===== src/pkg/tmr_pkg.sv =====
`default_nettype none
package tmr_pkg;

    // ------------------------------------------------------------
    // register offsets
    // ------------------------------------------------------------
    localparam logic [7:0] OFS_MASK    = 8'h6F;
    localparam logic [7:0] OFS_FLAGS   = 8'h36;
    localparam logic [7:0] OFS_CTRL_A  = 8'h80;
    localparam logic [7:0] OFS_CTRL_B  = 8'h81;
    localparam logic [7:0] OFS_CTRL_C  = 8'h82;
    localparam logic [7:0] OFS_CNT_L   = 8'h84;
    localparam logic [7:0] OFS_CNT_H   = 8'h85;
    localparam logic [7:0] OFS_CAP_L   = 8'h86;
    localparam logic [7:0] OFS_CAP_H   = 8'h87;
    localparam logic [7:0] OFS_CMPA_L  = 8'h88;
    localparam logic [7:0] OFS_CMPA_H  = 8'h89;
    localparam logic [7:0] OFS_CMPB_L  = 8'h8A;
    localparam logic [7:0] OFS_CMPB_H  = 8'h8B;

    // ------------------------------------------------------------
    // field positions
    // ------------------------------------------------------------
    localparam int BIT_EDGE_SEL = 6;
    localparam int BIT_FORCE_A  = 7;
    localparam int BIT_FORCE_B  = 6;
    localparam int BIT_CAP      = 5;
    localparam int BIT_CMPB     = 2;
    localparam int BIT_CMPA     = 1;
    localparam int BIT_OVF      = 0;

    localparam logic [7:0] MASK_IRQ_BITS = 8'h27;
    localparam logic [7:0] CTRL_B_BITS   = 8'hDF;
    localparam logic [7:0] RESET_BYTE    = 8'h00;
    localparam logic [15:0] RESET_WORD   = 16'h0000;
    localparam logic [15:0] MAX_VALUE    = 16'hFFFF;
    localparam logic [15:0] TOP_8BIT     = 16'h00FF;
    localparam logic [15:0] TOP_9BIT     = 16'h01FF;
    localparam logic [15:0] TOP_10BIT    = 16'h03FF;

    // prescale divide counts
    localparam int DIV_8    = 8;
    localparam int DIV_64   = 64;
    localparam int DIV_256  = 256;
    localparam int DIV_1024 = 1024;

    // ------------------------------------------------------------
    // clock select codes
    // ------------------------------------------------------------
    localparam logic [2:0] CS_STOP   = 3'h0;
    localparam logic [2:0] CS_DIV1   = 3'h1;
    localparam logic [2:0] CS_DIV8   = 3'h2;
    localparam logic [2:0] CS_DIV64  = 3'h3;
    localparam logic [2:0] CS_DIV256 = 3'h4;
    localparam logic [2:0] CS_DIV1K  = 3'h5;
    localparam logic [2:0] CS_EXTF   = 3'h6;
    localparam logic [2:0] CS_EXTR   = 3'h7;

    // waveform modes of interest
    localparam logic [3:0] WM_NORMAL   = 4'h0;
    localparam logic [3:0] WM_CTC_A    = 4'h4;
    localparam logic [3:0] WM_CTC_CAP  = 4'hC;
    localparam logic [3:0] WM_PFC_CAP  = 4'h8;
    localparam logic [3:0] WM_PC_CAP   = 4'hA;
    localparam logic [3:0] WM_FAST_CAP = 4'hE;

    // ------------------------------------------------------------
    // carriers
    // ------------------------------------------------------------
    typedef struct packed {
        logic       wr;
        logic       rd;
        logic [7:0] addr;
        logic [7:0] wdata;
    } tmr_bus_t;

    typedef struct packed {
        logic cap;
        logic cmpb;
        logic cmpa;
        logic ovf;
    } tmr_irq_t;

    typedef enum logic [1:0] {
        DIR_UP,
        DIR_DOWN
    } tmr_dir_t;

endpackage : tmr_pkg
`default_nettype wire


===== src/hdl/tmr_timer16.sv =====
`timescale 1ns/100ps
`default_nettype none
// Overview of operation
// capture fires on falling pin edge when edge select is 0, rising when 1
// capture copies counter into capture register and sets capture flag
// capture pin ignored while capture register is the TOP value
// software writes zero to reserved control B bit 5
// clock select 000 stops; 001..101 divide io clock by 1,8,64,256,1024
// code 110 counts falling external pin edges, 111 rising edges
// external pin clocks the counter even when configured as an output
// force bits cause compare output action, only in non-PWM modes
// software writes force bits as zero while in PWM modes
// forced compare sets no flag and never clears the counter
// force bits are strobes and always read back zero
// 16-bit counter accessed atomically through one shared high-byte latch
// counter write suppresses compare matches on the next timer clock
// two compare registers compared continuously, driving flags and outputs; outputs here driven in non-PWM modes only
// compare writes update both bytes at once via the high-byte latch
// capture source is the pin or, optionally, the comparator output
// capture reads return both bytes from one instant via the latch
// mask bits 5,2,1,0 enable capture, cmp B, cmp A, overflow irqs
// in capture-as-TOP modes the capture flag sets when counter hits TOP
// compare flag sets in timer clock after counter equals compare value
// overflow flag sets at overflow in normal/CLEAR_ON_MATCH_MODE, else per waveform mode
// flags clear on vector execution or on writing one to the bit
// writing zero leaves flags alone; unused bits read zero
module tmr_timer16
    import tmr_pkg::*;
(
    // clock and reset
    input  wire logic       clock,
    input  wire logic       reset_n,
    // register port
    input  wire tmr_bus_t   bus,
    output logic      [7:0] rdata,
    // pins
    input  wire logic       capture_input_pin,
    input  wire logic       comparator_out,
    input  wire logic       external_count_pin,
    output logic            waveform_out_a,
    output logic            waveform_out_b,
    // interrupt handling
    input  wire logic       global_irq_enable,
    input  wire tmr_irq_t   vector_ack,
    output tmr_irq_t        irq_req
);

    // ------------------------------------------------------------
    // registers
    // ------------------------------------------------------------
    logic [7:0]  ctrl_a_ff;
    logic [7:0]  ctrl_b_ff;
    logic [7:0]  mask_ff;
    logic [7:0]  high_latch_ff;
    logic [15:0] count_ff;
    logic [15:0] cmpa_ff;
    logic [15:0] cmpb_ff;
    logic [15:0] cap_ff;
    tmr_irq_t    flag_ff;
    logic        cmpa_hit_ff;
    logic        cmpb_hit_ff;
    logic        block_ff;
    logic        cap_pin_ff;
    logic        ext_pin_ff;
    logic        cap_src_sel_ff;
    logic [9:0]  prescale_ff;
    tmr_dir_t    dir_ff;
    logic        wave_a_ff;
    logic        wave_b_ff;

    logic [3:0]  wave_mode;
    logic [2:0]  clk_sel;
    logic        tick;
    logic        cap_is_top;
    logic        pwm_mode;
    logic [15:0] top_value;
    logic        at_top;
    logic        cap_level;
    logic        cap_event;
    logic        ovf_event;
    logic        cmpa_now;
    logic        cmpb_now;
    logic        cnt_wr;
    logic        force_a;
    logic        force_b;
    logic [15:0] nxt_count;

    assign wave_mode = {ctrl_b_ff[4:3], ctrl_a_ff[1:0]};
    assign clk_sel   = ctrl_b_ff[2:0];
    assign cnt_wr    = bus.wr && (bus.addr == OFS_CNT_L);

    // ------------------------------------------------------------
    // register writes
    // ------------------------------------------------------------
    always_ff @(posedge clock or negedge reset_n)
    begin
        if (!reset_n)
        begin
            ctrl_a_ff      <= RESET_BYTE;
            ctrl_b_ff      <= RESET_BYTE;
            mask_ff        <= RESET_BYTE;
            high_latch_ff  <= RESET_BYTE;
            cmpa_ff        <= RESET_WORD;
            cmpb_ff        <= RESET_WORD;
            cap_src_sel_ff <= 1'b0;
        end
        else if (bus.wr)
        begin
            case (bus.addr)
                OFS_CTRL_A: ctrl_a_ff <= bus.wdata;
                // reserved bit kept zero whatever software writes
                OFS_CTRL_B: ctrl_b_ff <= bus.wdata & CTRL_B_BITS;
                OFS_MASK:   mask_ff   <= bus.wdata & MASK_IRQ_BITS;
                OFS_CTRL_C: cap_src_sel_ff <= bus.wdata[0];
                OFS_CNT_H,
                OFS_CAP_H,
                OFS_CMPA_H,
                OFS_CMPB_H: high_latch_ff <= bus.wdata;
                OFS_CMPA_L: cmpa_ff <= {high_latch_ff, bus.wdata};
                OFS_CMPB_L: cmpb_ff <= {high_latch_ff, bus.wdata};
                default:    ;
            endcase
        end
        else if (bus.rd && (bus.addr == OFS_CNT_L))
        begin
            high_latch_ff <= count_ff[15:8];
        end
        else if (bus.rd && (bus.addr == OFS_CAP_L))
        begin
            high_latch_ff <= cap_ff[15:8];
        end
    end

    // ------------------------------------------------------------
    // prescaler and clock select
    // ------------------------------------------------------------
    always_ff @(posedge clock or negedge reset_n)
    begin
        if (!reset_n)
            prescale_ff <= '0;
        else
            prescale_ff <= prescale_ff + 10'h001;
    end

    always_ff @(posedge clock or negedge reset_n)
    begin
        if (!reset_n)
        begin
            ext_pin_ff <= 1'b0;
            cap_pin_ff <= 1'b0;
        end
        else
        begin
            // pin sampled directly, port direction is irrelevant
            ext_pin_ff <= external_count_pin;
            cap_pin_ff <= cap_level;
        end
    end

    always_comb
    begin
        case (clk_sel)
            CS_STOP:   tick = 1'b0;
            CS_DIV1:   tick = 1'b1;
            CS_DIV8:   tick = (prescale_ff[2:0] == 3'((DIV_8 - 1)));
            CS_DIV64:  tick = (prescale_ff[5:0] == 6'((DIV_64 - 1)));
            CS_DIV256: tick = (prescale_ff[7:0] == 8'((DIV_256 - 1)));
            CS_DIV1K:  tick = (prescale_ff == 10'((DIV_1024 - 1)));
            CS_EXTF:   tick = ext_pin_ff && !external_count_pin;
            CS_EXTR:   tick = !ext_pin_ff && external_count_pin;
            default:   tick = 1'b0;
        endcase
    end

    // ------------------------------------------------------------
    // mode decode and counter
    // ------------------------------------------------------------
    always_comb
    begin
        cap_is_top = (wave_mode == WM_CTC_CAP) || (wave_mode == WM_PFC_CAP)
                  || (wave_mode == WM_PC_CAP)  || (wave_mode == WM_FAST_CAP);
        pwm_mode   = !((wave_mode == WM_NORMAL) || (wave_mode == WM_CTC_A)
                  || (wave_mode == WM_CTC_CAP));
        case (wave_mode)
            4'h1, 4'h5: top_value = TOP_8BIT;
            4'h2, 4'h6: top_value = TOP_9BIT;
            4'h3, 4'h7: top_value = TOP_10BIT;
            4'h4, 4'h9, 4'hB, 4'hF: top_value = cmpa_ff;
            4'h8, 4'hA, 4'hC, 4'hE: top_value = cap_ff;
            default:    top_value = MAX_VALUE;
        endcase
    end

    assign at_top = (count_ff == top_value);

    // dual-slope modes are 1,2,3,8,9,10,11
    logic dual_slope;
    assign dual_slope = (wave_mode[3:2] == 2'h0 && wave_mode != WM_NORMAL)
                     || (wave_mode[3:2] == 2'h2);

    always_comb
    begin
        nxt_count = count_ff;
        if (dual_slope)
        begin
            if (dir_ff == DIR_DOWN)
                nxt_count = count_ff - 16'h0001;
            else if (!at_top)
                nxt_count = count_ff + 16'h0001;
            else
                nxt_count = count_ff - 16'h0001;
        end
        else if (at_top && wave_mode != WM_NORMAL)
            nxt_count = RESET_WORD;
        else
            nxt_count = count_ff + 16'h0001;
    end

    always_ff @(posedge clock or negedge reset_n)
    begin
        if (!reset_n)
        begin
            count_ff <= RESET_WORD;
            dir_ff   <= DIR_UP;
        end
        else if (cnt_wr)
            count_ff <= {high_latch_ff, bus.wdata};
        else if (tick)
        begin
            count_ff <= nxt_count;
            if (dual_slope && at_top)
                dir_ff <= DIR_DOWN;
            else if (count_ff == RESET_WORD)
                dir_ff <= DIR_UP;
        end
    end

    // ------------------------------------------------------------
    // compare and capture
    // ------------------------------------------------------------
    assign cmpa_now = (count_ff == cmpa_ff);
    assign cmpb_now = (count_ff == cmpb_ff);

    // block lasts until the next timer tick, even while stopped
    always_ff @(posedge clock or negedge reset_n)
    begin
        if (!reset_n)
        begin
            block_ff    <= 1'b0;
            cmpa_hit_ff <= 1'b0;
            cmpb_hit_ff <= 1'b0;
        end
        else
        begin
            if (cnt_wr)
                block_ff <= 1'b1;
            else if (tick)
                block_ff <= 1'b0;
            cmpa_hit_ff <= tick && cmpa_now && !block_ff;
            cmpb_hit_ff <= tick && cmpb_now && !block_ff;
        end
    end

    assign cap_level = cap_src_sel_ff ? comparator_out : capture_input_pin;
    assign cap_event = !cap_is_top
                    && (ctrl_b_ff[BIT_EDGE_SEL] ? (!cap_pin_ff && cap_level)
                                                : (cap_pin_ff && !cap_level));

    always_ff @(posedge clock or negedge reset_n)
    begin
        if (!reset_n)
            cap_ff <= RESET_WORD;
        else if (bus.wr && bus.addr == OFS_CAP_L && cap_is_top)
            cap_ff <= {high_latch_ff, bus.wdata};
        else if (cap_event)
            cap_ff <= count_ff;
    end

    // ------------------------------------------------------------
    // flags
    // ------------------------------------------------------------
    always_comb
    begin
        if (wave_mode == WM_NORMAL || wave_mode == WM_CTC_A || wave_mode == WM_CTC_CAP)
            ovf_event = tick && (count_ff == MAX_VALUE);
        else if (dual_slope)
            ovf_event = tick && (count_ff == RESET_WORD) && dir_ff == DIR_DOWN;
        else
            ovf_event = tick && at_top;
    end

    logic wr_flags;
    assign wr_flags = bus.wr && (bus.addr == OFS_FLAGS);

    // set wins over a same-cycle clear; zero writes leave flags alone
    always_ff @(posedge clock or negedge reset_n)
    begin
        if (!reset_n)
            flag_ff <= '0;
        else
        begin
            flag_ff.cap  <= (cap_event || (cap_is_top && tick && at_top))
                         || (flag_ff.cap && !vector_ack.cap
                             && !(wr_flags && bus.wdata[BIT_CAP]));
            flag_ff.cmpb <= cmpb_hit_ff
                         || (flag_ff.cmpb && !vector_ack.cmpb
                             && !(wr_flags && bus.wdata[BIT_CMPB]));
            flag_ff.cmpa <= cmpa_hit_ff
                         || (flag_ff.cmpa && !vector_ack.cmpa
                             && !(wr_flags && bus.wdata[BIT_CMPA]));
            flag_ff.ovf  <= ovf_event
                         || (flag_ff.ovf && !vector_ack.ovf
                             && !(wr_flags && bus.wdata[BIT_OVF]));
        end
    end

    always_comb
    begin
        irq_req.cap  = global_irq_enable && mask_ff[BIT_CAP]  && flag_ff.cap;
        irq_req.cmpb = global_irq_enable && mask_ff[BIT_CMPB] && flag_ff.cmpb;
        irq_req.cmpa = global_irq_enable && mask_ff[BIT_CMPA] && flag_ff.cmpa;
        irq_req.ovf  = global_irq_enable && mask_ff[BIT_OVF]  && flag_ff.ovf;
    end

    // ------------------------------------------------------------
    // waveform outputs (non-PWM actions; PWM tables out of scope)
    // ------------------------------------------------------------
    assign force_a = bus.wr && bus.addr == OFS_CTRL_C && bus.wdata[BIT_FORCE_A]
                  && !pwm_mode;
    assign force_b = bus.wr && bus.addr == OFS_CTRL_C && bus.wdata[BIT_FORCE_B]
                  && !pwm_mode;

    function automatic logic wave_next(input logic [1:0] com, input logic cur);
        case (com)
            2'b01:   wave_next = !cur;
            2'b10:   wave_next = 1'b0;
            2'b11:   wave_next = 1'b1;
            default: wave_next = cur;
        endcase
    endfunction : wave_next

    // forced strobes drive only the output path, never flags or counter
    always_ff @(posedge clock or negedge reset_n)
    begin
        if (!reset_n)
        begin
            wave_a_ff <= 1'b0;
            wave_b_ff <= 1'b0;
        end
        else
        begin
            if (force_a || (cmpa_hit_ff && !pwm_mode))
                wave_a_ff <= wave_next(ctrl_a_ff[7:6], wave_a_ff);
            if (force_b || (cmpb_hit_ff && !pwm_mode))
                wave_b_ff <= wave_next(ctrl_a_ff[5:4], wave_b_ff);
        end
    end

    assign waveform_out_a = wave_a_ff;
    assign waveform_out_b = wave_b_ff;

    // ------------------------------------------------------------
    // read mux
    // ------------------------------------------------------------
    always_comb
    begin
        case (bus.addr)
            OFS_CTRL_A: rdata = ctrl_a_ff;
            OFS_CTRL_B: rdata = ctrl_b_ff;
            OFS_CTRL_C: rdata = {7'h00, cap_src_sel_ff};
            OFS_MASK:   rdata = mask_ff;
            OFS_FLAGS:  rdata = {2'h0, flag_ff.cap, 2'h0, flag_ff.cmpb,
                                 flag_ff.cmpa, flag_ff.ovf};
            OFS_CNT_L:  rdata = count_ff[7:0];
            OFS_CAP_L:  rdata = cap_ff[7:0];
            OFS_CMPA_L: rdata = cmpa_ff[7:0];
            OFS_CMPB_L: rdata = cmpb_ff[7:0];
            OFS_CNT_H,
            OFS_CAP_H:  rdata = high_latch_ff;
            OFS_CMPA_H: rdata = cmpa_ff[15:8];
            OFS_CMPB_H: rdata = cmpb_ff[15:8];
            default:    rdata = RESET_BYTE;
        endcase
    end

    // ------------------------------------------------------------
    // checks
    // ------------------------------------------------------------
    a_cap_copy: assert property (@(posedge clock) disable iff (!reset_n)
        cap_event |=> (cap_ff == $past(count_ff)) && flag_ff.cap)
        else $error("capture did not copy counter");
    a_cap_top_off: assert property (@(posedge clock) disable iff (!reset_n)
        cap_is_top && !bus.wr |=> $stable(cap_ff))
        else $error("capture active while capture is TOP");
    a_cmp_block: assert property (@(posedge clock) disable iff (!reset_n)
        (block_ff && tick) |=> !cmpa_hit_ff && !cmpb_hit_ff)
        else $error("compare not blocked after counter write");
    a_cmpa_flag: assert property (@(posedge clock) disable iff (!reset_n)
        (tick && cmpa_now && !block_ff) |-> ##2 flag_ff.cmpa)
        else $error("compare A flag not set");
    a_force_noflag: assert property (@(posedge clock) disable iff (!reset_n)
        (force_a && !cmpa_hit_ff && !flag_ff.cmpa) |=> !flag_ff.cmpa)
        else $error("forced compare set a flag");
    a_force_read: assert property (@(posedge clock) disable iff (!reset_n)
        (bus.addr == OFS_CTRL_C) |-> rdata[7:6] == 2'h0)
        else $error("force bits read non-zero");
    a_irq_gate: assert property (@(posedge clock) disable iff (!reset_n)
        irq_req.ovf |-> global_irq_enable && mask_ff[BIT_OVF] && flag_ff.ovf)
        else $error("overflow request without enable");
    a_flag_clear: assert property (@(posedge clock) disable iff (!reset_n)
        (wr_flags && bus.wdata[BIT_OVF] && !ovf_event) |=> !flag_ff.ovf)
        else $error("overflow flag not cleared by one");
    a_flag_keep: assert property (@(posedge clock) disable iff (!reset_n)
        (wr_flags && !bus.wdata[BIT_CMPB] && flag_ff.cmpb && !vector_ack.cmpb)
        |=> flag_ff.cmpb)
        else $error("zero write cleared flag");
    a_stop_hold: assert property (@(posedge clock) disable iff (!reset_n)
        (clk_sel == CS_STOP && !cnt_wr) |=> $stable(count_ff))
        else $error("counter moved while stopped");

endmodule : tmr_timer16
`default_nettype wire


===== config.mk =====
export PLATFORM = sky130hd
export DESIGN_NAME = tmr_timer16
export DESIGN_NICKNAME = d
export VERILOG_FILES = /design/src/pkg/tmr_pkg.sv /design/src/hdl/tmr_timer16.sv
export SDC_FILE = /design/constraint.sdc
export NUM_CORES = 1
export LEC_CHECK = 0
export BUFFER_PORTS_ARGS = -buffer_cell sky130_fd_sc_hd__buf_2
export CORE_MARGIN = 4
export CORE_UTILIZATION = 45
export DETAILED_ROUTE_END_ITERATION = 8
export PLACE_DENSITY = 0.72
export SYNTH_ARGS = -nofsm -noshare
export SYNTH_HDL_FRONTEND = slang
export SYNTH_SLANG_ARGS = --single-unit

===== constraint.sdc =====
create_clock -name clock -period 7.05 [get_ports clock]
set_clock_uncertainty 0.05 [all_clocks]
set_input_delay 0.705 -clock clock [delete_from_list [all_inputs] [get_ports clock]]
set_output_delay 0.705 -clock clock [all_outputs]
set_load 0.01 [all_outputs]

==> report_table.html <==
<table>
<tr><th>Metric</th><th>Value</th></tr>
<tr><th colspan="2">Drt</th></tr>
<tr><td>DR DRC count</td><td>0</td></tr>
<tr><td>DR vias/cell</td><td>6.39</td></tr>
<tr><td>Average routed wire per standard cell</td><td>22.4 um</td></tr>
<tr><td>Via count of the routed design</td><td>just under 7,000</td></tr>
<tr><td>Number of DRC violations after detailed-routing iteration 0</td><td>779</td></tr>
<tr><td>DRT Pass-1 Iters</td><td>7</td></tr>
<tr><td>Detailed Route WL</td><td>23,900 um</td></tr>
<tr><td>Routed Antenna Nets</td><td>0</td></tr>
<tr><th colspan="2">Global routing</th></tr>
<tr><td>Global-route wire length before repair</td><td>37,000 um</td></tr>
<tr><td>Maximum number of pins on one net before global-route repair</td><td>69</td></tr>
<tr><td>Total global-route track usage</td><td>26.1%</td></tr>
<tr><td>Number of global-route vias before repair</td><td>6,478</td></tr>
<tr><td>Number of antenna violations at the first check in global routing</td><td>0</td></tr>
<tr><td>GRT Residual Overflow</td><td>0</td></tr>
<tr><th colspan="2">Pwr</th></tr>
<tr><td>Power density over cell area</td><td>roughly 280 nW/um^2</td></tr>
<tr><td>Peak supply drop</td><td>0.189 mV</td></tr>
<tr><td>Leak</td><td>3.72 nW</td></tr>
<tr><th colspan="2">Clocking</th></tr>
<tr><td>CTS Root Cell</td><td>sky130_fd_sc_hd__clkbuf_16</td></tr>
<tr><td>TritonCTS clock tree</td><td>built</td></tr>
<tr><td>Buffers from clock root to sink, at most</td><td>2</td></tr>
<tr><td>H-tree depth</td><td>4</td></tr>
<tr><td>Clock edge transition at the registers on the reported setup and hold paths</td><td>50 ps</td></tr>
<tr><td>Clock Sink Count</td><td>114</td></tr>
<tr><td>Later-pin clock latency in the skew report</td><td>430 ps</td></tr>
<tr><td>Post-CTS setup buffer count</td><td>0</td></tr>
<tr><td>Number of gates resized after cts</td><td>0</td></tr>
<tr><td>Number of hold buffers added after CTS</td><td>0</td></tr>
<tr><td>TritonCTS buffer count</td><td>17</td></tr>
<tr><th colspan="2">Setup path</th></tr>
<tr><td>Max FO, Critical Path</td><td>31</td></tr>
<tr><td>Slowest cell on crit path</td><td>sky130_fd_sc_hd__nor3_1</td></tr>
<tr><td>Reg-to-reg slack, setup</td><td>between 2000 and 3000 ps</td></tr>
<tr><td>Max stage delay on crit path</td><td>830 ps</td></tr>
<tr><td>Crit-path leading delay family</td><td>simple AND/OR/NAND/NOR gates</td></tr>
<tr><td>Crit path cell chain</td><td>nor3_1 &gt; o21ai_0 &gt; o2111ai_1 &gt; xor2_1 &gt; or3_1 &gt; nor4_4 &gt; o21ai_1 &gt; a2111oi_0 &gt; a311oi_1</td></tr>
<tr><td>Critical Path Source Type</td><td>flip-flop</td></tr>
<tr><td>Data arrival at the endpoint of the critical path</td><td>about 4500 ps</td></tr>
<tr><td>Buffers and inverters on the worst path</td><td>0</td></tr>
<tr><td>Required time at the worst-slack endpoint</td><td>7270 ps</td></tr>
<tr><td>Critical setup path kind</td><td>reg -&gt; reg</td></tr>
<tr><td>Kind of end point of the critical path</td><td>flip-flop</td></tr>
<tr><th colspan="2">Floorplanning</th></tr>
<tr><td>Top Ports</td><td>between 40 and 50</td></tr>
<tr><td>Die Y-Extent</td><td>roughly 140 um</td></tr>
<tr><td>Initial cell density of the core</td><td>46.6%</td></tr>
<tr><td>Full die area</td><td>18,700 sq um</td></tr>
<tr><td>Floorplan Core Area</td><td>16,100 sq um</td></tr>
<tr><td>Std-Cell Rows</td><td>46</td></tr>
<tr><td>Die outline width</td><td>137 um</td></tr>
<tr><th colspan="2">STA</th></tr>
<tr><td>Shortest period the worst path allows</td><td>4250 ps</td></tr>
<tr><td>Worst Tran Pin Value</td><td>between 1000 and 1500 ps</td></tr>
<tr><td>Post-route setup TNS</td><td>0 ps</td></tr>
<tr><td>Max-Slew Margin vs Limit</td><td>15.1%</td></tr>
<tr><td>Final-layout worst hold slack</td><td>234 ps</td></tr>
<tr><td>Setup repair after global routing missed its margin</td><td>no</td></tr>
<tr><td>Final Cycle Share</td><td>60.3%</td></tr>
<tr><td>Endpoints failing setup</td><td>0</td></tr>
<tr><td>Final hold vios</td><td>0</td></tr>
<tr><td>Peak Freq</td><td>235 MHz</td></tr>
<tr><td>Pins over their slew limit</td><td>0</td></tr>
<tr><th colspan="2">Synthesis</th></tr>
<tr><td>Synth Area in Simple Gates</td><td>18.4%</td></tr>
<tr><td>Async S/R FF share, synth</td><td>between 90% and 100%</td></tr>
<tr><td>Number of cells produced by synthesis</td><td>around 830</td></tr>
<tr><td>Netlist Area Pre-Place</td><td>about 7500 sq um</td></tr>
<tr><td>Library cells used by synthesis</td><td>65</td></tr>
<tr><td>Fraction of the mapped netlist area in adder cells</td><td>0.837%</td></tr>
<tr><td>Nets in the synthesized netlist</td><td>867</td></tr>
<tr><td>Xor/xnor share of the synthesized area</td><td>7.85%</td></tr>
<tr><td>Share of the synthesized area in compound gates (AO/OA/AOI/OAI)</td><td>between 10% and 20%</td></tr>
<tr><td>Number of warnings printed during yosys synthesis</td><td>0</td></tr>
<tr><td>Dominant register cell in the synthesized netlist</td><td>sky130_fd_sc_hd__dfrtp_1</td></tr>
<tr><td>Register bit total from synthesis</td><td>about 110</td></tr>
<tr><td>Syn avg cell area</td><td>8.97 sq um</td></tr>
<tr><td>Sequential fraction of the synthesis area</td><td>38.1%</td></tr>
<tr><td>Combinational family with the most area after synthesis</td><td>simple AND/OR/NAND/NOR gates</td></tr>
<tr><td>Count of flip-flops with a built-in enable after synthesis</td><td>0</td></tr>
<tr><td>Share of synthesized area spent on multiplexers</td><td>13.5%</td></tr>
<tr><th colspan="2">Place</th></tr>
<tr><td>Detailed placement HPWL</td><td>between 15,000 and 20,000 um</td></tr>
<tr><td>Final weighted congestion of routability-driven global placement</td><td>roughly 1.0</td></tr>
<tr><td>Buffers added on ports</td><td>41</td></tr>
<tr><th colspan="2">Hold path</th></tr>
<tr><td>Path class of the lowest-slack min-delay path</td><td>in -&gt; async</td></tr>
<tr><th colspan="2">Outcome</th></tr>
<tr><td>Status</td><td>complete, no violations</td></tr>
<tr><th colspan="2">Finish</th></tr>
<tr><td>Number of nets at the end of the flow</td><td>869</td></tr>
<tr><td>Proportion of layout cells with a drive suffix above 1</td><td>17.1%</td></tr>
<tr><td>Synth-to-Final Area Change</td><td>11.3%</td></tr>
<tr><td>Diodes inserted</td><td>0</td></tr>
<tr><th colspan="2">Flow run</th></tr>
<tr><td>Max_cap viols</td><td>0</td></tr>
</table>
==> worst paths after layout <==
path | to | cells after the start | from
worst max-delay path | count_ff[6]$_DFFE_PN0P_ | 9 | ctrl_a_ff[0]$_DFFE_PN0P_
worst min-delay path | high_latch_ff[5]$_DFFE_PN0P_ | 1 | reset_n
worst max register to register | count_ff[6]$_DFFE_PN0P_ | 9 | ctrl_a_ff[0]$_DFFE_PN0P_
worst min register to register | prescale_ff[9]$_DFF_PN0_ | 1 | prescale_ff[9]$_DFF_PN0_
max in group asynchronous | cap_ff[5]$_DFFE_PN0P_ | 2 | reset_n
min in group clock | ext_pin_ff$_DFF_PN0_ | 1 | external_count_pin
==> layout make-up <==
class / count / area (sq um)
Fill cell: 1446 / 7730
Multi-Input combinational cell: 639 / 4300
Sequential cell: 114 / 2850
Clock buffer: 23 / 498
Tap cell: 216 / 270
Timing Repair Buffer: 44 / 230
Clock inverter: 9 / 103
Inverter: 20 / 75.1
==> registers in the layout (all words and copies together) (netlist names) <==
register	cells
ctrl_b_ff	7
ext_pin_ff	1
waveform_out_b	1
dir_ff	1
cmpa_hit_ff	1
cap_pin_ff	1
block_ff	1
mask_ff	4
cmpb_ff	16
cmpa_ff	16
cmpb_hit_ff	1
count_ff	16
waveform_out_a	1
cap_src_sel_ff	1
ctrl_a_ff	8
prescale_ff	10
flag_ff	4
high_latch_ff	8
cap_ff	16
==> where the power goes <==
part           internal [W]  switching [W]
sequential         0.000734       0.000251
combinational      0.000223       0.000251
clock              0.000564       0.000315
total               0.00152       0.000818
==> logic make-up after synthesis <==
group / count (synthesis)
xor+xnor: 67
simple gates: 281
compound gates: 192
mux: 94
fa+ha+maj: 5
flops: 114
buf+inv: 81
==> per-layer routing <==
metal / global-route usage [%] / up-vias / share of wire (%)
met4: 10.8 / 0 / 3.6
met2: 38.4 / 451 / 43
met3: 6.80 / 83 / 12
met1: 36.4 / 3250 / 41
li1: - / 3019 / -
met5: 0 / - / 0
==> cells in the final DEF, fill, tap and decap left out, types with 4 or more instances in the layout <==
master,instances
sky130_fd_sc_hd__xor2_1,47
sky130_fd_sc_hd__clkbuf_16,17
sky130_fd_sc_hd__dfrtp_1,114
sky130_fd_sc_hd__nor2_1,52
sky130_fd_sc_hd__a211oi_1,6
sky130_fd_sc_hd__ha_1,5
sky130_fd_sc_hd__nand2b_1,10
sky130_fd_sc_hd__and2_1,5
sky130_fd_sc_hd__a21oi_1,29
sky130_fd_sc_hd__o21ai_0,74
sky130_fd_sc_hd__a221oi_1,11
sky130_fd_sc_hd__o211ai_1,4
sky130_fd_sc_hd__a22oi_1,16
sky130_fd_sc_hd__nand3_1,24
sky130_fd_sc_hd__clkinv_2,5
sky130_fd_sc_hd__a22o_1,7
sky130_fd_sc_hd__o22ai_1,8
sky130_fd_sc_hd__mux2_2,55
sky130_fd_sc_hd__nand4_1,8
sky130_fd_sc_hd__mux2i_1,39
sky130_fd_sc_hd__nand2_1,87
sky130_fd_sc_hd__buf_4,4
sky130_fd_sc_hd__nor3_1,34
sky130_fd_sc_hd__xnor2_1,20
sky130_fd_sc_hd__clkbuf_8,5
sky130_fd_sc_hd__buf_2,40
sky130_fd_sc_hd__and3_1,13
sky130_fd_sc_hd__nor4_1,11
sky130_fd_sc_hd__nor3b_1,4
sky130_fd_sc_hd__inv_1,20
sky130_fd_sc_hd__or3_1,15
==> synthesized netlist by cell type, types with 10 or more instances <==
master | instances | area (sq um)
sky130_fd_sc_hd__inv_1 | 20 | 75.1
sky130_fd_sc_hd__nor3_1 | 34 | 170
sky130_fd_sc_hd__or3_1 | 15 | 93.8
sky130_fd_sc_hd__nor4_1 | 11 | 68.8
sky130_fd_sc_hd__nor2_1 | 53 | 199
sky130_fd_sc_hd__and3_1 | 13 | 81.3
sky130_fd_sc_hd__nand2_1 | 87 | 327
sky130_fd_sc_hd__xor2_1 | 47 | 412
sky130_fd_sc_hd__a22oi_1 | 16 | 120
sky130_fd_sc_hd__nand3_1 | 24 | 120
sky130_fd_sc_hd__nand2b_1 | 10 | 62.6
sky130_fd_sc_hd__clkbuf_1 | 41 | 154
sky130_fd_sc_hd__mux2i_1 | 39 | 390
sky130_fd_sc_hd__a21oi_1 | 29 | 145
sky130_fd_sc_hd__dfrtp_1 | 114 | 2850
sky130_fd_sc_hd__xnor2_1 | 20 | 175
sky130_fd_sc_hd__mux2_2 | 55 | 619
sky130_fd_sc_hd__buf_1 | 10 | 37.5
sky130_fd_sc_hd__a221oi_1 | 11 | 96.3
sky130_fd_sc_hd__o21ai_0 | 74 | 370
==> through the flow <==
stage	total power (W)	setup WS, ps	area (sq um)	util, %	std cells
floorplan	0.00126	3690	7480	-	834
global placement	0.00143	3080	7720	48.1	1033
detailed placement	0.00144	2960	7720	48.1	1033
CTS	0.00232	2970	8330	51.8	1065
global route	0.00242	2460	8330	51.8	1065
finish	0.00234	2800	8330	51.8	1065
Power figures use the tool's default switching activity.
